==> src/hw/spc_pkg.sv <==
/*
  Package for the serial port: register layout, reset values, modes
  and timing constants. Assumes a 100 MHz system clock on sys_clk.
*/
package spc_pkg;
  // ============================================================
  // Register map
  localparam logic [1:0] SPC_ADDR_CTRL = 2'h0;
  localparam logic [1:0] SPC_ADDR_BUF = 2'h1;
  localparam logic [1:0] SPC_ADDR_CFG = 2'h2;
  localparam logic [7:0] SPC_CTRL_RESET = 8'h00;
  localparam logic [7:0] SPC_CFG_RESET = 8'h00;
  // ============================================================
  // Control field positions
  localparam int SPC_BIT_MODE_HI = 7;
  localparam int SPC_BIT_MODE_LO = 6;
  localparam int SPC_BIT_FILTER = 5;
  localparam int SPC_BIT_RX_ALLOW = 4;
  localparam int SPC_BIT_TX9 = 3;
  localparam int SPC_BIT_RX9 = 2;
  localparam int SPC_BIT_TX_DONE = 1;
  localparam int SPC_BIT_RX_DONE = 0;
  // Config register: bit0 six-clock operation, bit1 baud_doubler
  localparam int SPC_BIT_SIXCLK = 0;
  localparam int SPC_BIT_DOUBLER = 1;
  // ============================================================
  // Modes and sequencer states
  typedef enum logic [1:0] {
    SPC_MODE_SHIFT = 2'b00,
    SPC_MODE_UART8 = 2'b01,
    SPC_MODE_UART9F = 2'b10,
    SPC_MODE_UART9V = 2'b11
  } spc_mode_t;
  typedef enum logic [1:0] {
    SPC_IDLE = 2'b00,
    SPC_TX = 2'b01,
    SPC_RX_ARM = 2'b10,
    SPC_RX = 2'b11
  } spc_state_t;
  // ============================================================
  // Timing: oscillator phase period, phases per machine cycle
  localparam int SPC_OSC_NS = 20;
  localparam int SPC_SYS_NS = 10;
  localparam logic [3:0] SPC_OSC_DIV = 4'(SPC_OSC_NS / SPC_SYS_NS);
  localparam logic [3:0] SPC_PHASES_12 = 4'hc;
  localparam logic [3:0] SPC_PHASES_6 = 4'h6;
  localparam logic [3:0] SPC_BITS = 4'h8;
  localparam logic [3:0] SPC_OVERSAMPLE = 4'hf;
  localparam logic [8:0] SPC_RX_FILL = 9'h1fe;
  localparam logic [5:0] SPC_M2_DIV_HI = 6'h3f;
  localparam logic [5:0] SPC_M2_DIV_LO = 6'h1f;
  localparam logic [7:0] SPC_VAR_RELOAD = 8'h00;
endpackage

==> src/hw/spc_timing.sv <==
/*
  Machine-cycle timing generator: one-cycle pulses marking the state
  and phase points used by the serial port. Same clock as the port.
*/
`timescale 1ns/100ps
module spc_timing
(
  input wire logic sys_clk,
  input wire logic resetn,
  input wire logic six_clock,
  output logic s1p1,
  output logic s3p1,
  output logic s5p2,
  output logic s6p1,
  output logic s6p2,
  output logic clk_low_window
);
  import spc_pkg::*;
  logic [3:0] osc_cnt;
  logic [3:0] phase;
  logic osc_tick;
  logic [3:0] last_phase;
  // ============================================================
  // Oscillator tick and phase counter
  assign osc_tick = (osc_cnt == SPC_OSC_DIV - 4'h1);
  assign last_phase = six_clock ? SPC_PHASES_6 - 4'h1
                                : SPC_PHASES_12 - 4'h1;
  always_ff @(posedge sys_clk)
  begin
    if (!resetn)
      osc_cnt <= 4'h0;
    else if (osc_tick)
      osc_cnt <= 4'h0;
    else
      osc_cnt <= osc_cnt + 4'h1;
  end
  always_ff @(posedge sys_clk)
  begin
    if (!resetn)
      phase <= 4'h0;
    else if (osc_tick)
      phase <= (phase >= last_phase) ? 4'h0 : phase + 4'h1;
  end
  // ============================================================
  // Phase decode: 12-clock counts phases, 6-clock counts states
  always_comb
  begin
    if (six_clock)
    begin
      s1p1 = osc_tick && phase == 4'h0;
      s3p1 = osc_tick && phase == 4'h2;
      s5p2 = osc_tick && phase == 4'h4;
      s6p1 = osc_tick && phase == 4'h5;
      s6p2 = osc_tick && phase == 4'h5;
      clk_low_window = phase >= 4'h2 && phase <= 4'h4;
    end
    else
    begin
      s1p1 = osc_tick && phase == 4'h0;
      s3p1 = osc_tick && phase == 4'h4;
      s5p2 = osc_tick && phase == 4'h9;
      s6p1 = osc_tick && phase == 4'ha;
      s6p2 = osc_tick && phase == 4'hb;
      clk_low_window = phase >= 4'h4 && phase <= 4'h9;
    end
  end
endmodule // spc_timing

==> src/hw/spc_serial_port.sv <==
/*
  Serial port: control/status register, buffer, shift-register mode
  and UART modes 1 to 3. Assumes a CPU-side register port on sys_clk
  and serial pins from outside the clock domain.
*/
// Local design decisions: strobed register access and the register offsets.
// Behaviour
// Eight-bit control register, mode bits high to done flags low, reset zero.
// Mode bits: 00 shift, 01 8-bit variable, 10 9-bit fixed, 11 9-bit variable.
// In 9-bit modes with filter set, ninth bit zero suppresses rx done.
// In 8-bit mode with filter set, rx done needs a valid stop bit.
// Software keeps the filter bit clear in shift mode.
// Ninth bit store: 9-bit data, 8-bit stop bit, unused in shift mode.
// Tx done set at end of bit eight or stop start; software clears.
// Rx done set mid stop bit in UART modes; software clears.
// Ninth tx bit sent in 9-bit modes; receive only while allowed.
// Shift mode moves eight bits LSB first on data pin, clock driven.
// Shift bit rate is oscillator over twelve, or six in 6-clock.
// Buffer write starts shift transmit and loads marker one at S6P2.
// One machine cycle passes from buffer write to tx active.
// Tx active routes shift data to port3_bit0 and clock to port3_bit1.
// Tx shift clock low in S3 to S5, high in S6, S1, S2.
// At S6P2 with tx active, shift tx register right filling zeros.
// Marker beside MSB: last shift, drop tx active, set tx done at S1P1.
// Receive starts when allowed and rx done clear; load 11111110.
// Rx active drives shift clock toggling at S3P1 and S6P1.
// At S6P2 with rx active, shift the receive register once.
// Receive shift is left, taking the S5P2 sample of port3_bit0.
// Zero at left: last shift, load buffer, drop rx active, set rx done.
`timescale 1ns/100ps
module spc_serial_port
(
  input wire logic sys_clk,
  input wire logic resetn,
  input wire logic [1:0] reg_addr,
  input wire logic [7:0] reg_wdata,
  input wire logic reg_wr,
  input wire logic reg_rd,
  output logic [7:0] reg_rdata,
  input wire logic port3_bit0_in,
  output logic port3_bit0_out,
  output logic port3_bit0_oe,
  output logic port3_bit1_out,
  output logic tx_active_strobe,
  output logic rx_active_strobe
);
  import spc_pkg::*;
  logic [7:0] serial_ctrl_status;
  logic [7:0] cfg;
  logic [7:0] rx_buffer;
  logic [1:0] rxd_sync;
  logic rxd;
  logic s1p1, s3p1, s5p2, s6p1, s6p2, clk_low;
  spc_mode_t mode;
  spc_state_t state;
  logic [9:0] tx_sr;
  logic [8:0] rx_sr;
  logic tx_pend;
  logic tx_armed;
  logic [7:0] rx_rev;
  logic [7:0] m2_base;
  logic [7:0] m2_reload;
  logic uart_rx_start;
  logic [3:0] rx_sub;
  logic [3:0] rx_bits;
  logic sample;
  logic shift_clk;
  logic set_tx_done, set_rx_done, load_rx9, rx9_val;
  logic wr_ctrl, wr_buf;
  logic [5:0] div_cnt;
  logic [7:0] var_cnt;
  logic bit16_tick;
  logic [3:0] sub_cnt;
  logic [3:0] bit_cnt;
  logic uart_tx_busy, uart_rx_busy;
  logic [2:0] votes;
  logic rxd_prev;

  assign mode = spc_mode_t'(serial_ctrl_status[7:6]);
  assign wr_ctrl = reg_wr && reg_addr == SPC_ADDR_CTRL;
  assign wr_buf = reg_wr && reg_addr == SPC_ADDR_BUF;

  // ============================================================
  // Pin synchroniser
  always_ff @(posedge sys_clk)
  begin
    if (!resetn)
      rxd_sync <= 2'b11;
    else
      rxd_sync <= {rxd_sync[0], port3_bit0_in};
  end
  assign rxd = rxd_sync[1];

  spc_timing u_timing
  (
    .sys_clk(sys_clk),
    .resetn(resetn),
    .six_clock(cfg[SPC_BIT_SIXCLK]),
    .s1p1(s1p1),
    .s3p1(s3p1),
    .s5p2(s5p2),
    .s6p1(s6p1),
    .s6p2(s6p2),
    .clk_low_window(clk_low)
  );

  // ============================================================
  // Control register with set-wins flags
  always_ff @(posedge sys_clk)
  begin
    if (!resetn)
      serial_ctrl_status <= SPC_CTRL_RESET;
    else
    begin
      if (wr_ctrl)
        serial_ctrl_status <= reg_wdata;
      if (load_rx9)
        serial_ctrl_status[SPC_BIT_RX9] <= rx9_val;
      if (set_tx_done)
        serial_ctrl_status[SPC_BIT_TX_DONE] <= 1'b1;
      if (set_rx_done)
        serial_ctrl_status[SPC_BIT_RX_DONE] <= 1'b1;
    end
  end
  always_ff @(posedge sys_clk)
  begin
    if (!resetn)
      cfg <= SPC_CFG_RESET;
    else if (reg_wr && reg_addr == SPC_ADDR_CFG)
      cfg <= reg_wdata;
  end
  always_ff @(posedge sys_clk)
  begin
    if (!resetn)
      reg_rdata <= 8'h00;
    else if (reg_rd)
    begin
      case (reg_addr)
        SPC_ADDR_CTRL: reg_rdata <= serial_ctrl_status;
        SPC_ADDR_BUF: reg_rdata <= rx_buffer;
        SPC_ADDR_CFG: reg_rdata <= cfg;
        default: reg_rdata <= 8'h00;
      endcase
    end
    else
      reg_rdata <= 8'h00;
  end

  // ============================================================
  // UART bit-rate: x16 tick, mode 2 fixed, modes 1/3 variable
  assign m2_base = {2'b00, cfg[SPC_BIT_DOUBLER] ? SPC_M2_DIV_LO
                                                : SPC_M2_DIV_HI} + 8'h01;
  assign m2_reload = ((m2_base * {4'h0, SPC_OSC_DIV})
    >> (4 + cfg[SPC_BIT_SIXCLK])) - 8'h01;
  always_ff @(posedge sys_clk)
  begin
    if (!resetn)
      div_cnt <= 6'h00;
    else
      div_cnt <= (div_cnt == 6'h00) ? m2_reload[5:0] : div_cnt - 6'h01;
  end
  always_ff @(posedge sys_clk)
  begin
    if (!resetn)
      var_cnt <= SPC_VAR_RELOAD;
    else if (s1p1)
      var_cnt <= (var_cnt == 8'h00) ? SPC_VAR_RELOAD : var_cnt - 8'h01;
  end
  assign bit16_tick = (mode == SPC_MODE_UART9F) ? div_cnt == 6'h00
                                                : s1p1 && var_cnt == 8'h00;

  // ============================================================
  // Main sequencer
  assign set_tx_done = (state == SPC_TX && s1p1 && tx_sr == 10'h001)
    || (uart_tx_busy && bit16_tick && sub_cnt == SPC_OVERSAMPLE
        && bit_cnt == ((mode == SPC_MODE_UART8) ? 4'h8 : 4'h9));
  always_ff @(posedge sys_clk)
  begin
    if (!resetn)
    begin
      state <= SPC_IDLE;
      tx_sr <= 10'h3ff;
      tx_pend <= 1'b0;
      tx_armed <= 1'b0;
    end
    else
    begin
      case (state)
        SPC_IDLE:
        begin
          if (mode == SPC_MODE_SHIFT && wr_buf)
          begin
            tx_sr <= {2'b01, reg_wdata};
            tx_pend <= 1'b1;
            tx_armed <= 1'b0;
          end
          else if (mode == SPC_MODE_SHIFT && tx_pend && s6p2)
          begin
            if (tx_armed)
            begin
              tx_pend <= 1'b0;
              tx_armed <= 1'b0;
              state <= SPC_TX;
            end
            else
              tx_armed <= 1'b1;
          end
          else if (mode == SPC_MODE_SHIFT && !tx_pend
                   && serial_ctrl_status[SPC_BIT_RX_ALLOW]
                   && !serial_ctrl_status[SPC_BIT_RX_DONE] && s1p1)
            state <= SPC_RX_ARM;
        end
        SPC_TX:
        begin
          if (s6p2)
            tx_sr <= {1'b0, tx_sr[9:1]};
          if (s1p1 && tx_sr == 10'h001)
            state <= SPC_IDLE;
        end
        SPC_RX_ARM:
          if (s6p2)
            state <= SPC_RX;
        SPC_RX:
          if (s1p1 && rx_sr[8] == 1'b0)
            state <= SPC_IDLE;
        default: state <= SPC_IDLE;
      endcase
    end
  end
  assign tx_active_strobe = state == SPC_TX;
  assign rx_active_strobe = state == SPC_RX;

  // ============================================================
  // Shift-mode receive path
  always_ff @(posedge sys_clk)
  begin
    if (!resetn)
      sample <= 1'b1;
    else if (s5p2)
      sample <= rxd;
  end
  always_ff @(posedge sys_clk)
  begin
    if (!resetn)
      rx_sr <= SPC_RX_FILL;
    else if (state == SPC_RX_ARM && s6p2)
      rx_sr <= SPC_RX_FILL;
    else if (state == SPC_RX && s6p2 && rx_sr[8])
      rx_sr <= {rx_sr[7:0], sample};
    else if (uart_rx_start)
      rx_sr <= 9'h1ff;
    else if (uart_rx_busy && bit16_tick && rx_sub == 4'h9)
      rx_sr <= {votes[0] & votes[1] | votes[2] & votes[0]
                | votes[1] & votes[2], rx_sr[8:1]};
  end
  for (genvar g = 0; g < 8; g++)
  begin : g_rev
    assign rx_rev[g] = rx_sr[7 - g];
  end

  // ============================================================
  // Shift clock generation
  always_ff @(posedge sys_clk)
  begin
    if (!resetn)
      shift_clk <= 1'b1;
    else if (state == SPC_RX && (s3p1 || s6p1))
      shift_clk <= ~shift_clk;
    else if (state != SPC_RX)
      shift_clk <= 1'b1;
  end
  always_ff @(posedge sys_clk)
  begin
    if (!resetn)
    begin
      port3_bit0_out <= 1'b1;
      port3_bit0_oe <= 1'b0;
      port3_bit1_out <= 1'b1;
    end
    else
    begin
      port3_bit0_out <= (state == SPC_TX) ? tx_sr[0] : 1'b1;
      port3_bit0_oe <= state == SPC_TX;
      if (state == SPC_TX)
        port3_bit1_out <= ~clk_low;
      else if (state == SPC_RX)
        port3_bit1_out <= shift_clk;
      else if (mode != SPC_MODE_SHIFT)
        port3_bit1_out <= uart_frame[0];
      else
        port3_bit1_out <= 1'b1;
    end
  end

  // ============================================================
  // UART modes: transmit on port3_bit1, receive on port3_bit0
  logic [10:0] uart_frame;
  assign uart_rx_start = !uart_rx_busy && mode != SPC_MODE_SHIFT
    && serial_ctrl_status[SPC_BIT_RX_ALLOW] && rxd_prev && !rxd;
  always_ff @(posedge sys_clk)
  begin
    if (!resetn)
    begin
      uart_tx_busy <= 1'b0;
      sub_cnt <= 4'h0;
      bit_cnt <= 4'h0;
    end
    else if (mode != SPC_MODE_SHIFT && wr_buf && !uart_tx_busy)
    begin
      uart_tx_busy <= 1'b1;
      sub_cnt <= 4'h0;
      bit_cnt <= 4'h0;
    end
    else if (uart_tx_busy && bit16_tick)
    begin
      sub_cnt <= sub_cnt + 4'h1;
      if (sub_cnt == SPC_OVERSAMPLE)
      begin
        bit_cnt <= bit_cnt + 4'h1;
        if (bit_cnt == ((mode == SPC_MODE_UART8) ? 4'h9 : 4'ha))
          uart_tx_busy <= 1'b0;
      end
    end
  end
  always_ff @(posedge sys_clk)
  begin
    if (!resetn)
      uart_frame <= 11'h7ff;
    else if (mode != SPC_MODE_SHIFT && wr_buf && !uart_tx_busy)
      uart_frame <= (mode == SPC_MODE_UART8)
        ? {2'b11, reg_wdata, 1'b0}
        : {1'b1, serial_ctrl_status[SPC_BIT_TX9], reg_wdata, 1'b0};
    else if (uart_tx_busy && bit16_tick && sub_cnt == SPC_OVERSAMPLE)
      uart_frame <= {1'b1, uart_frame[10:1]};
  end

  always_ff @(posedge sys_clk)
  begin
    if (!resetn)
    begin
      uart_rx_busy <= 1'b0;
      rx_sub <= 4'h0;
      rx_bits <= 4'h0;
      votes <= 3'b111;
      rxd_prev <= 1'b1;
    end
    else
    begin
      rxd_prev <= rxd;
      if (!uart_rx_busy)
      begin
        if (mode != SPC_MODE_SHIFT && serial_ctrl_status[SPC_BIT_RX_ALLOW]
            && rxd_prev && !rxd)
        begin
          uart_rx_busy <= 1'b1;
          rx_sub <= 4'h0;
          rx_bits <= 4'h0;
        end
      end
      else if (bit16_tick)
      begin
        rx_sub <= rx_sub + 4'h1;
        if (rx_sub >= 4'h6 && rx_sub <= 4'h8)
          votes <= {votes[1:0], rxd};
        if (rx_sub == 4'h9 && rx_bits == 4'h0 && votes[1] && votes[0])
          uart_rx_busy <= 1'b0;
        if (rx_sub == SPC_OVERSAMPLE)
          rx_bits <= rx_bits + 4'h1;
        if (rx_sub == 4'h9 && rx_bits ==
            ((mode == SPC_MODE_UART8) ? 4'h9 : 4'ha))
          uart_rx_busy <= 1'b0;
      end
    end
  end
  logic uart_last, uart_stop, uart_ok;
  assign uart_last = uart_rx_busy && bit16_tick && rx_sub == 4'h9
    && rx_bits == ((mode == SPC_MODE_UART8) ? 4'h9 : 4'ha);
  assign uart_stop = votes[0] & votes[1] | votes[2] & votes[0]
    | votes[1] & votes[2];
  assign uart_ok = !serial_ctrl_status[SPC_BIT_RX_DONE]
    && (!serial_ctrl_status[SPC_BIT_FILTER]
        || ((mode == SPC_MODE_UART8) ? uart_stop : rx_sr[8]));

  assign set_rx_done = (state == SPC_RX && s1p1 && rx_sr[8] == 1'b0)
    || (uart_last && uart_ok);
  assign load_rx9 = uart_last && uart_ok;
  assign rx9_val = (mode == SPC_MODE_UART8) ? uart_stop : rx_sr[8];

  always_ff @(posedge sys_clk)
  begin
    if (!resetn)
      rx_buffer <= 8'h00;
    else if (state == SPC_RX && s1p1 && rx_sr[8] == 1'b0)
      rx_buffer <= rx_rev;
    else if (load_rx9)
      rx_buffer <= (mode == SPC_MODE_UART8) ? rx_sr[8:1] : rx_sr[7:0];
  end
endmodule // spc_serial_port

==> config.mk <==
export PLATFORM = sky130hd
export DESIGN_NAME = spc_serial_port
export DESIGN_NICKNAME = d
export VERILOG_FILES = /design/src/hw/spc_pkg.sv /design/src/hw/spc_timing.sv /design/src/hw/spc_serial_port.sv
export SDC_FILE = /design/constraint.sdc
export NUM_CORES = 1
export LEC_CHECK = 0
export ABC_CLOCK_PERIOD_IN_PS = 4850
export BUFFER_PORTS_ARGS = -buffer_cell sky130_fd_sc_hd__buf_4
export CAP_MARGIN = 40
export CORE_MARGIN = 2
export CORE_UTILIZATION = 25
export CTS_BUF_LIST = sky130_fd_sc_hd__clkbuf_8
export CTS_CLUSTER_DIAMETER = 40
export DETAILED_ROUTE_END_ITERATION = 8
export SETUP_SLACK_MARGIN = 0.5
export SLEW_MARGIN = 40
export SYNTH_ARGS = -nofsm -noshare
export SYNTH_HDL_FRONTEND = slang
export SYNTH_SLANG_ARGS = --single-unit
==> constraint.sdc <==
create_clock -name sys_clk -period 4.85 [get_ports sys_clk]
set_clock_uncertainty 0.05 [all_clocks]
set_input_delay 0.7275 -clock sys_clk [delete_from_list [all_inputs] [get_ports sys_clk]]
set_output_delay 0.7275 -clock sys_clk [all_outputs]
set_load 0.005 [all_outputs]
# == Word-level counts from Yosys, hierarchy flattened ==
# Index checks and enable logic that the tools add are counted.
# op_classes
n_shift,1
n_addsub,11
order_cmp,7
mux,65
n_eq_ne,32
n_reduce_logical,98
bitwise,9
# op_table
operator,n
$logic_and 1x1->1,52
$mux 4,8
$mux 8,4
$mux 1,31
$mux 10,3
$reduce_bool 2->1,14
$mux 9,3
$add 4x1->4 const B,6
$eq 4x4->1 const B,6
$pmux 8 s3,1
$mux 11,2
$pmux 10 s2,1
$mux 2,8
$reduce_and 3->1,5
$eq 4x4->1,3
$mux 6,2
$sub 6x1->6 const B,2
$eq 10x1->1 const B,1
$ne 2x2->1 const B,5
$reduce_and 2->1,5
$eq 2x2->1 const B,4
$eq 4x3->1 const B,2
$ge 4x3->1 const B,2
$le 4x4->1 const B,2
other kinds (26),51
# totals
out_inout_bits,13
word_cells,254
reg_bits,117
input_bits,15

# == Depth between registers and ports, before layout ==
# depth
word_depth,10
mapped_depth,9
depth_no_buf,7

# == Cells and area by module ==
# Synthesis repeated with hierarchy kept, for this count alone.
# unflattened
hier_cells,680
hier_area_um2,5763.0
# modules_own_cells
module,seq_area_each_um2,area_per_inst_um2,cells_each,instances
spc_serial_port,2162.1,5171.2,605,1
spc_timing,160.2,591.8,75,1

# == Worst setup path after synthesis ==
# Ideal clock, no wire load.
# synth_timing
path_type,register to register
startpoint,register u_timing.phase[0]
endpoint,register rx_sr[0]
required_ps,4677
n_path_buf,1
setup_time_ps,123
synth_period_minus_slack_ps,2230
path_stages_with_launch,9
setup_slack_ps,2620
t_arrival_ps,2057
cell_sequence,dfxtp_1 -> inv_1 -> ha_1 -> nor3b_1 -> nand4_2 -> o22a_1 -> o211a_1 -> buf_6 -> mux2_1
# synth_via
elab_chain_len,7
word_cells_on_any_way,17
classes_between,eq/ne (2); mux (3); reduce/logical (12)
# synth_rtl
element,line_no,rtl
"start, declared",spc_timing.sv:20,logic [3:0] phase;
"start signal, assigned",spc_timing.sv:42,phase <= (phase >= last_phase) ? 4'h0 : phase + 4'h1;
$logic_not 4->1,"spc_timing.sv:50, spc_timing.sv:59",
$logic_and 1x1->1,"spc_timing.sv:50, spc_timing.sv:59",
$logic_and 1x1->1,spc_serial_port.sv:170,: s1p1 && var_cnt == 8'h00;
$mux 1,spc_serial_port.sv:169,assign bit16_tick = (mode == SPC_MODE_UART9F) ? div_cnt == 6'h00
$logic_and 1x1->1 (2 in a row),spc_serial_port.sv:252,else if (uart_rx_busy && bit16_tick && rx_sub == 4'h9)
$reduce_bool 3->1 (no line),-,
"end signal, assigned",spc_serial_port.sv:249,"rx_sr <= {rx_sr[7:0], sample};"
"end signal, assigned",spc_serial_port.sv:253,rx_sr <= {votes[0] & votes[1] | votes[2] & votes[0]
"end, declared",spc_serial_port.sv:57,logic [8:0] rx_sr;
# Several ways; a longest one is shown, not always the timed one.
# A chain may end at the register's enable or synchronous reset.

# == Final worst setup path ==
# Same ends and word-level chain as after synthesis.

==> impl_results.md <==
- Status: finished clean
- Seq/Total Area, Yosys: 38.9%
- CP max stage delay: 0.48 ns
- Nets@finish: 757
- Power share of the combinational group: 14.5%
- Setup bufs post-CTS: 0
- Least-Margin Pin Slew: 0.910 ns
- Worst-path clk slew: 0.07 ns
- Syn_area_per_cell: 8.46 um2
- Buffers added on ports: 27
- Hold wc startpoint: rxd_sync[0]
- Design Area, Final: 6860 um2
- Final Hold Fails: 0
- Fin crit period: 2.84 ns
- Yosys Warn Count: 0
- Cts repair resizes: 0
- CTS tree: yes
- Drt pass-1 iters: 5
- CP max stage cell: o211a_1
- Global-route wire length before repair: 23600 um
- Switching share of total power: 30.4%
- # setup viols final: 0
- Slew Limit Headroom: 38.7%
- Sequential share of power: 46.8%
- Gr usage total: 12.0%
- Slew Viols, Final: 0
- Placed inst area: 6470 um2
- Insertion delay of the later-clocked pin in the worst-skew pair: 0.44 ns
- Chip height: 158 um
- Initial antenna violation count: 0
- Synth cell types: 67
- CP arrival: 3.12 ns
- Req. time, crit path: 5.13 ns
- Max Cap Viol: 0
- Unrepaired setup endpoints after global routing: false
- Core area: 23500 um2
- Endpoint type of the worst setup path: register
- Post-DR vias/cell: 4.71
- Root buffer cell: clkbuf_8
- GRT Residual Overflow: 0
- Main flop type after synthesis: dfxtp_1
- Overall Power: 2.26 mW
- Fin crit share: 58.6%
- Antenna cells: 0
- Clock buffer count from CTS: 17
- Netlist Area Pre-Place: 5970 um2
- DIE WIDTH: 158 um
- Layout cells sized above 1: 12.5%
- Total negative slack: 0 ns
- Max Freq: 0.352 GHz
- Pleak: 2.67 nW
- PD cells: 330 nW/um2
- DR DRC count: 0
- EDFF count, synth: 0
- Initial Utilization: 25.4%
- Crit Path Class: register to register
- Internal power: 1.57 mW
- DRT iter0 DRCs: 333
- Final wirelength: 14500 um
- Mapped Cells: 705
- Crit start category: register
- Antenna viol nets, final: 0
- Reg-to-reg critical path startpoint: u_timing.phase[0]
- Worst IR Drop VDD: 0.000160 V
- Largest net degree at the start of global routing: 49
- Clock tree buffer depth: 2
- DP HPWL: 10100 um
- Hold-fix buffer count after cts: 0
- Full die area: 25100 um2
- Worst hold path class: register to register
- TritonCTS Sinks: 116
- Clk pwr share: 38.7%
- GPL Wtd Cong: 0.803
- Async S/R FF share, synth: 0%
- Wire length per cell: 13.7 um
- Syn Nets: 741
- Placed Instances: 1021
- Switching power: 688 uW
- Post-Layout Cell Count: 1053
- Layout area overhead: 15.0%
- Row count: 56
- Critical path peak fanout: 13
- Vias: 4962
- Start point of the critical path: u_timing.phase[0]
- Max H-tree Level: 4
- IO Pins: 28
- FF+latch count, synth: 116
- Vias in the first global route: 4616
- WHS: 0.366 ns
- Crit-path cells: inv_1, ha_1, nor3b_1, nand4_2, o22a_1, o211a_1, mux2_1
## routing by layer
layer	track usage [%]	wire length (um)	vias up	share of wire [%]
met5	0	0	-	0
met4	4.76	221	0	1.5
met3	2.72	506	16	3.5
met2	19.2	6710	87	46
met1	15.8	7040	2356	49
li1	-	-	2503	-
## cell families (layout without fill, tap and decap cells)
group | Yosys count | count (layout) | share of synthesized area (%)
flops | 116 | 116 | 38.9
compound gates | 136 | 136 | 14.1
buf+inv | 62 | 91 | 4.40
simple gates | 289 | 289 | 24.9
fa+ha+maj | 22 | 22 | 4.57
mux | 64 | 64 | 10.8
xor+xnor | 16 | 16 | 2.35
## sequential cells by signal, indices dropped and copies added (netlist names), 3 cells and up
name	count
bit_cnt	4
cfg	8
div_cnt	6
reg_rdata	8
rx_bits	4
rx_buffer	8
rx_sr	9
rx_sub	4
serial_ctrl_status	8
sub_cnt	4
tx_sr	10
u_timing.osc_cnt	4
u_timing.phase	4
uart_frame	10
var_cnt	8
votes	3
## cell usage after synthesis, types with 4 or more instances
cell      count  area (um2)
dfxtp_1     116        2320
nor2_1       96         360
mux2i_1      61         611
nand2_1      55         206
a21oi_1      54         270
o21ai_0      34         170
nand3_1      31         155
inv_1        26        97.6
ha_1         21         263
clkbuf_1     16        60.1
and3_1       15        93.8
nor3_1       15        75.1
nand2b_1     12        75.1
buf_2         9        45.0
nand3b_1      9        67.6
xor2_1        9        78.8
buf_1         8        30.0
o211ai_1      8        60.1
a31oi_1       7        43.8
and2_1        7        43.8
nor3b_1       7        52.6
or2_2         7        43.8
xnor2_1       7        61.3
nand4_1       6        37.5
nor2b_1       6        37.5
or3_1         4        25.0
## power groups by stage
stage	clock network [mW]	logic, mW	registers, mW
after floorplan	0	0.250	1.07
after global placement	0	0.322	1.08
after detailed placement	0	0.327	1.08
after CTS	0.901	0.330	1.06
after global routing	0.938	0.371	1.07
final	0.875	0.329	1.06
## area by class of cell
class	instances	area, um2
inverters	26	97.6
fillers	2472	16600
multi-input cells	527	3410
clock buffers	19	262
repair buffers	33	245
well taps	319	399
clock inverters	13	125
flip-flops and latches	116	2320
## path summary, 6_finish.rpt
| check | to | slack (ns) | depth (start not counted) |
|---|---|---|---|
| max | rx_sr[0] | 2.01 | 7 |
| min | rxd_sync[1] | 0.37 | 1 |
| max reg2reg | rx_sr[0] | 2.01 | 7 |
| min reg2reg | rxd_sync[1] | 0.37 | 1 |
## placed cells by master (no fill, tap or decap), types with 8 or more instances in the layout
| master | synthesis | routed |
|---|---|---|
| o21ai_0 | 34 | 34 |
| dfxtp_1 | 116 | 116 |
| inv_1 | 26 | 27 |
| nor3_1 | 15 | 15 |
| nand2b_1 | 12 | 12 |
| mux2i_1 | 61 | 61 |
| nand2_1 | 55 | 55 |
| nand3b_1 | 9 | 9 |
| ha_1 | 21 | 21 |
| xor2_1 | 9 | 9 |
| buf_4 | 1 | 32 |
| o211ai_1 | 8 | 8 |
| and3_1 | 15 | 15 |
| nor2_1 | 96 | 96 |
| a21oi_1 | 54 | 52 |
| clkbuf_8 | 0 | 19 |
| nand3_1 | 31 | 31 |
## stage by stage
step | worst slack (ns) | utilization [%]
2_1_floorplan | 2.62 | -
3_3_place_gp | 1.88 | 27.4
3_5_place_dp | 2.04 | 27.6
4_1_cts | 2.02 | 29.2
5_1_grt | 1.84 | 29.2
6_report | 2.01 | 29.2
## worst max-delay path, delay by kind of cell (launching register included)
family                   cells  cell delay (ns)
AND/OR/NAND/NOR              2             0.63
AO/OA/AOI/OAI                2             0.93
buffers and inverters        1             0.13
flip-flops                   1             0.38
multiplexers                 1             0.37
adder cells (fa/ha/maj)      1             0.24
Power figures use the tool's default switching activity.
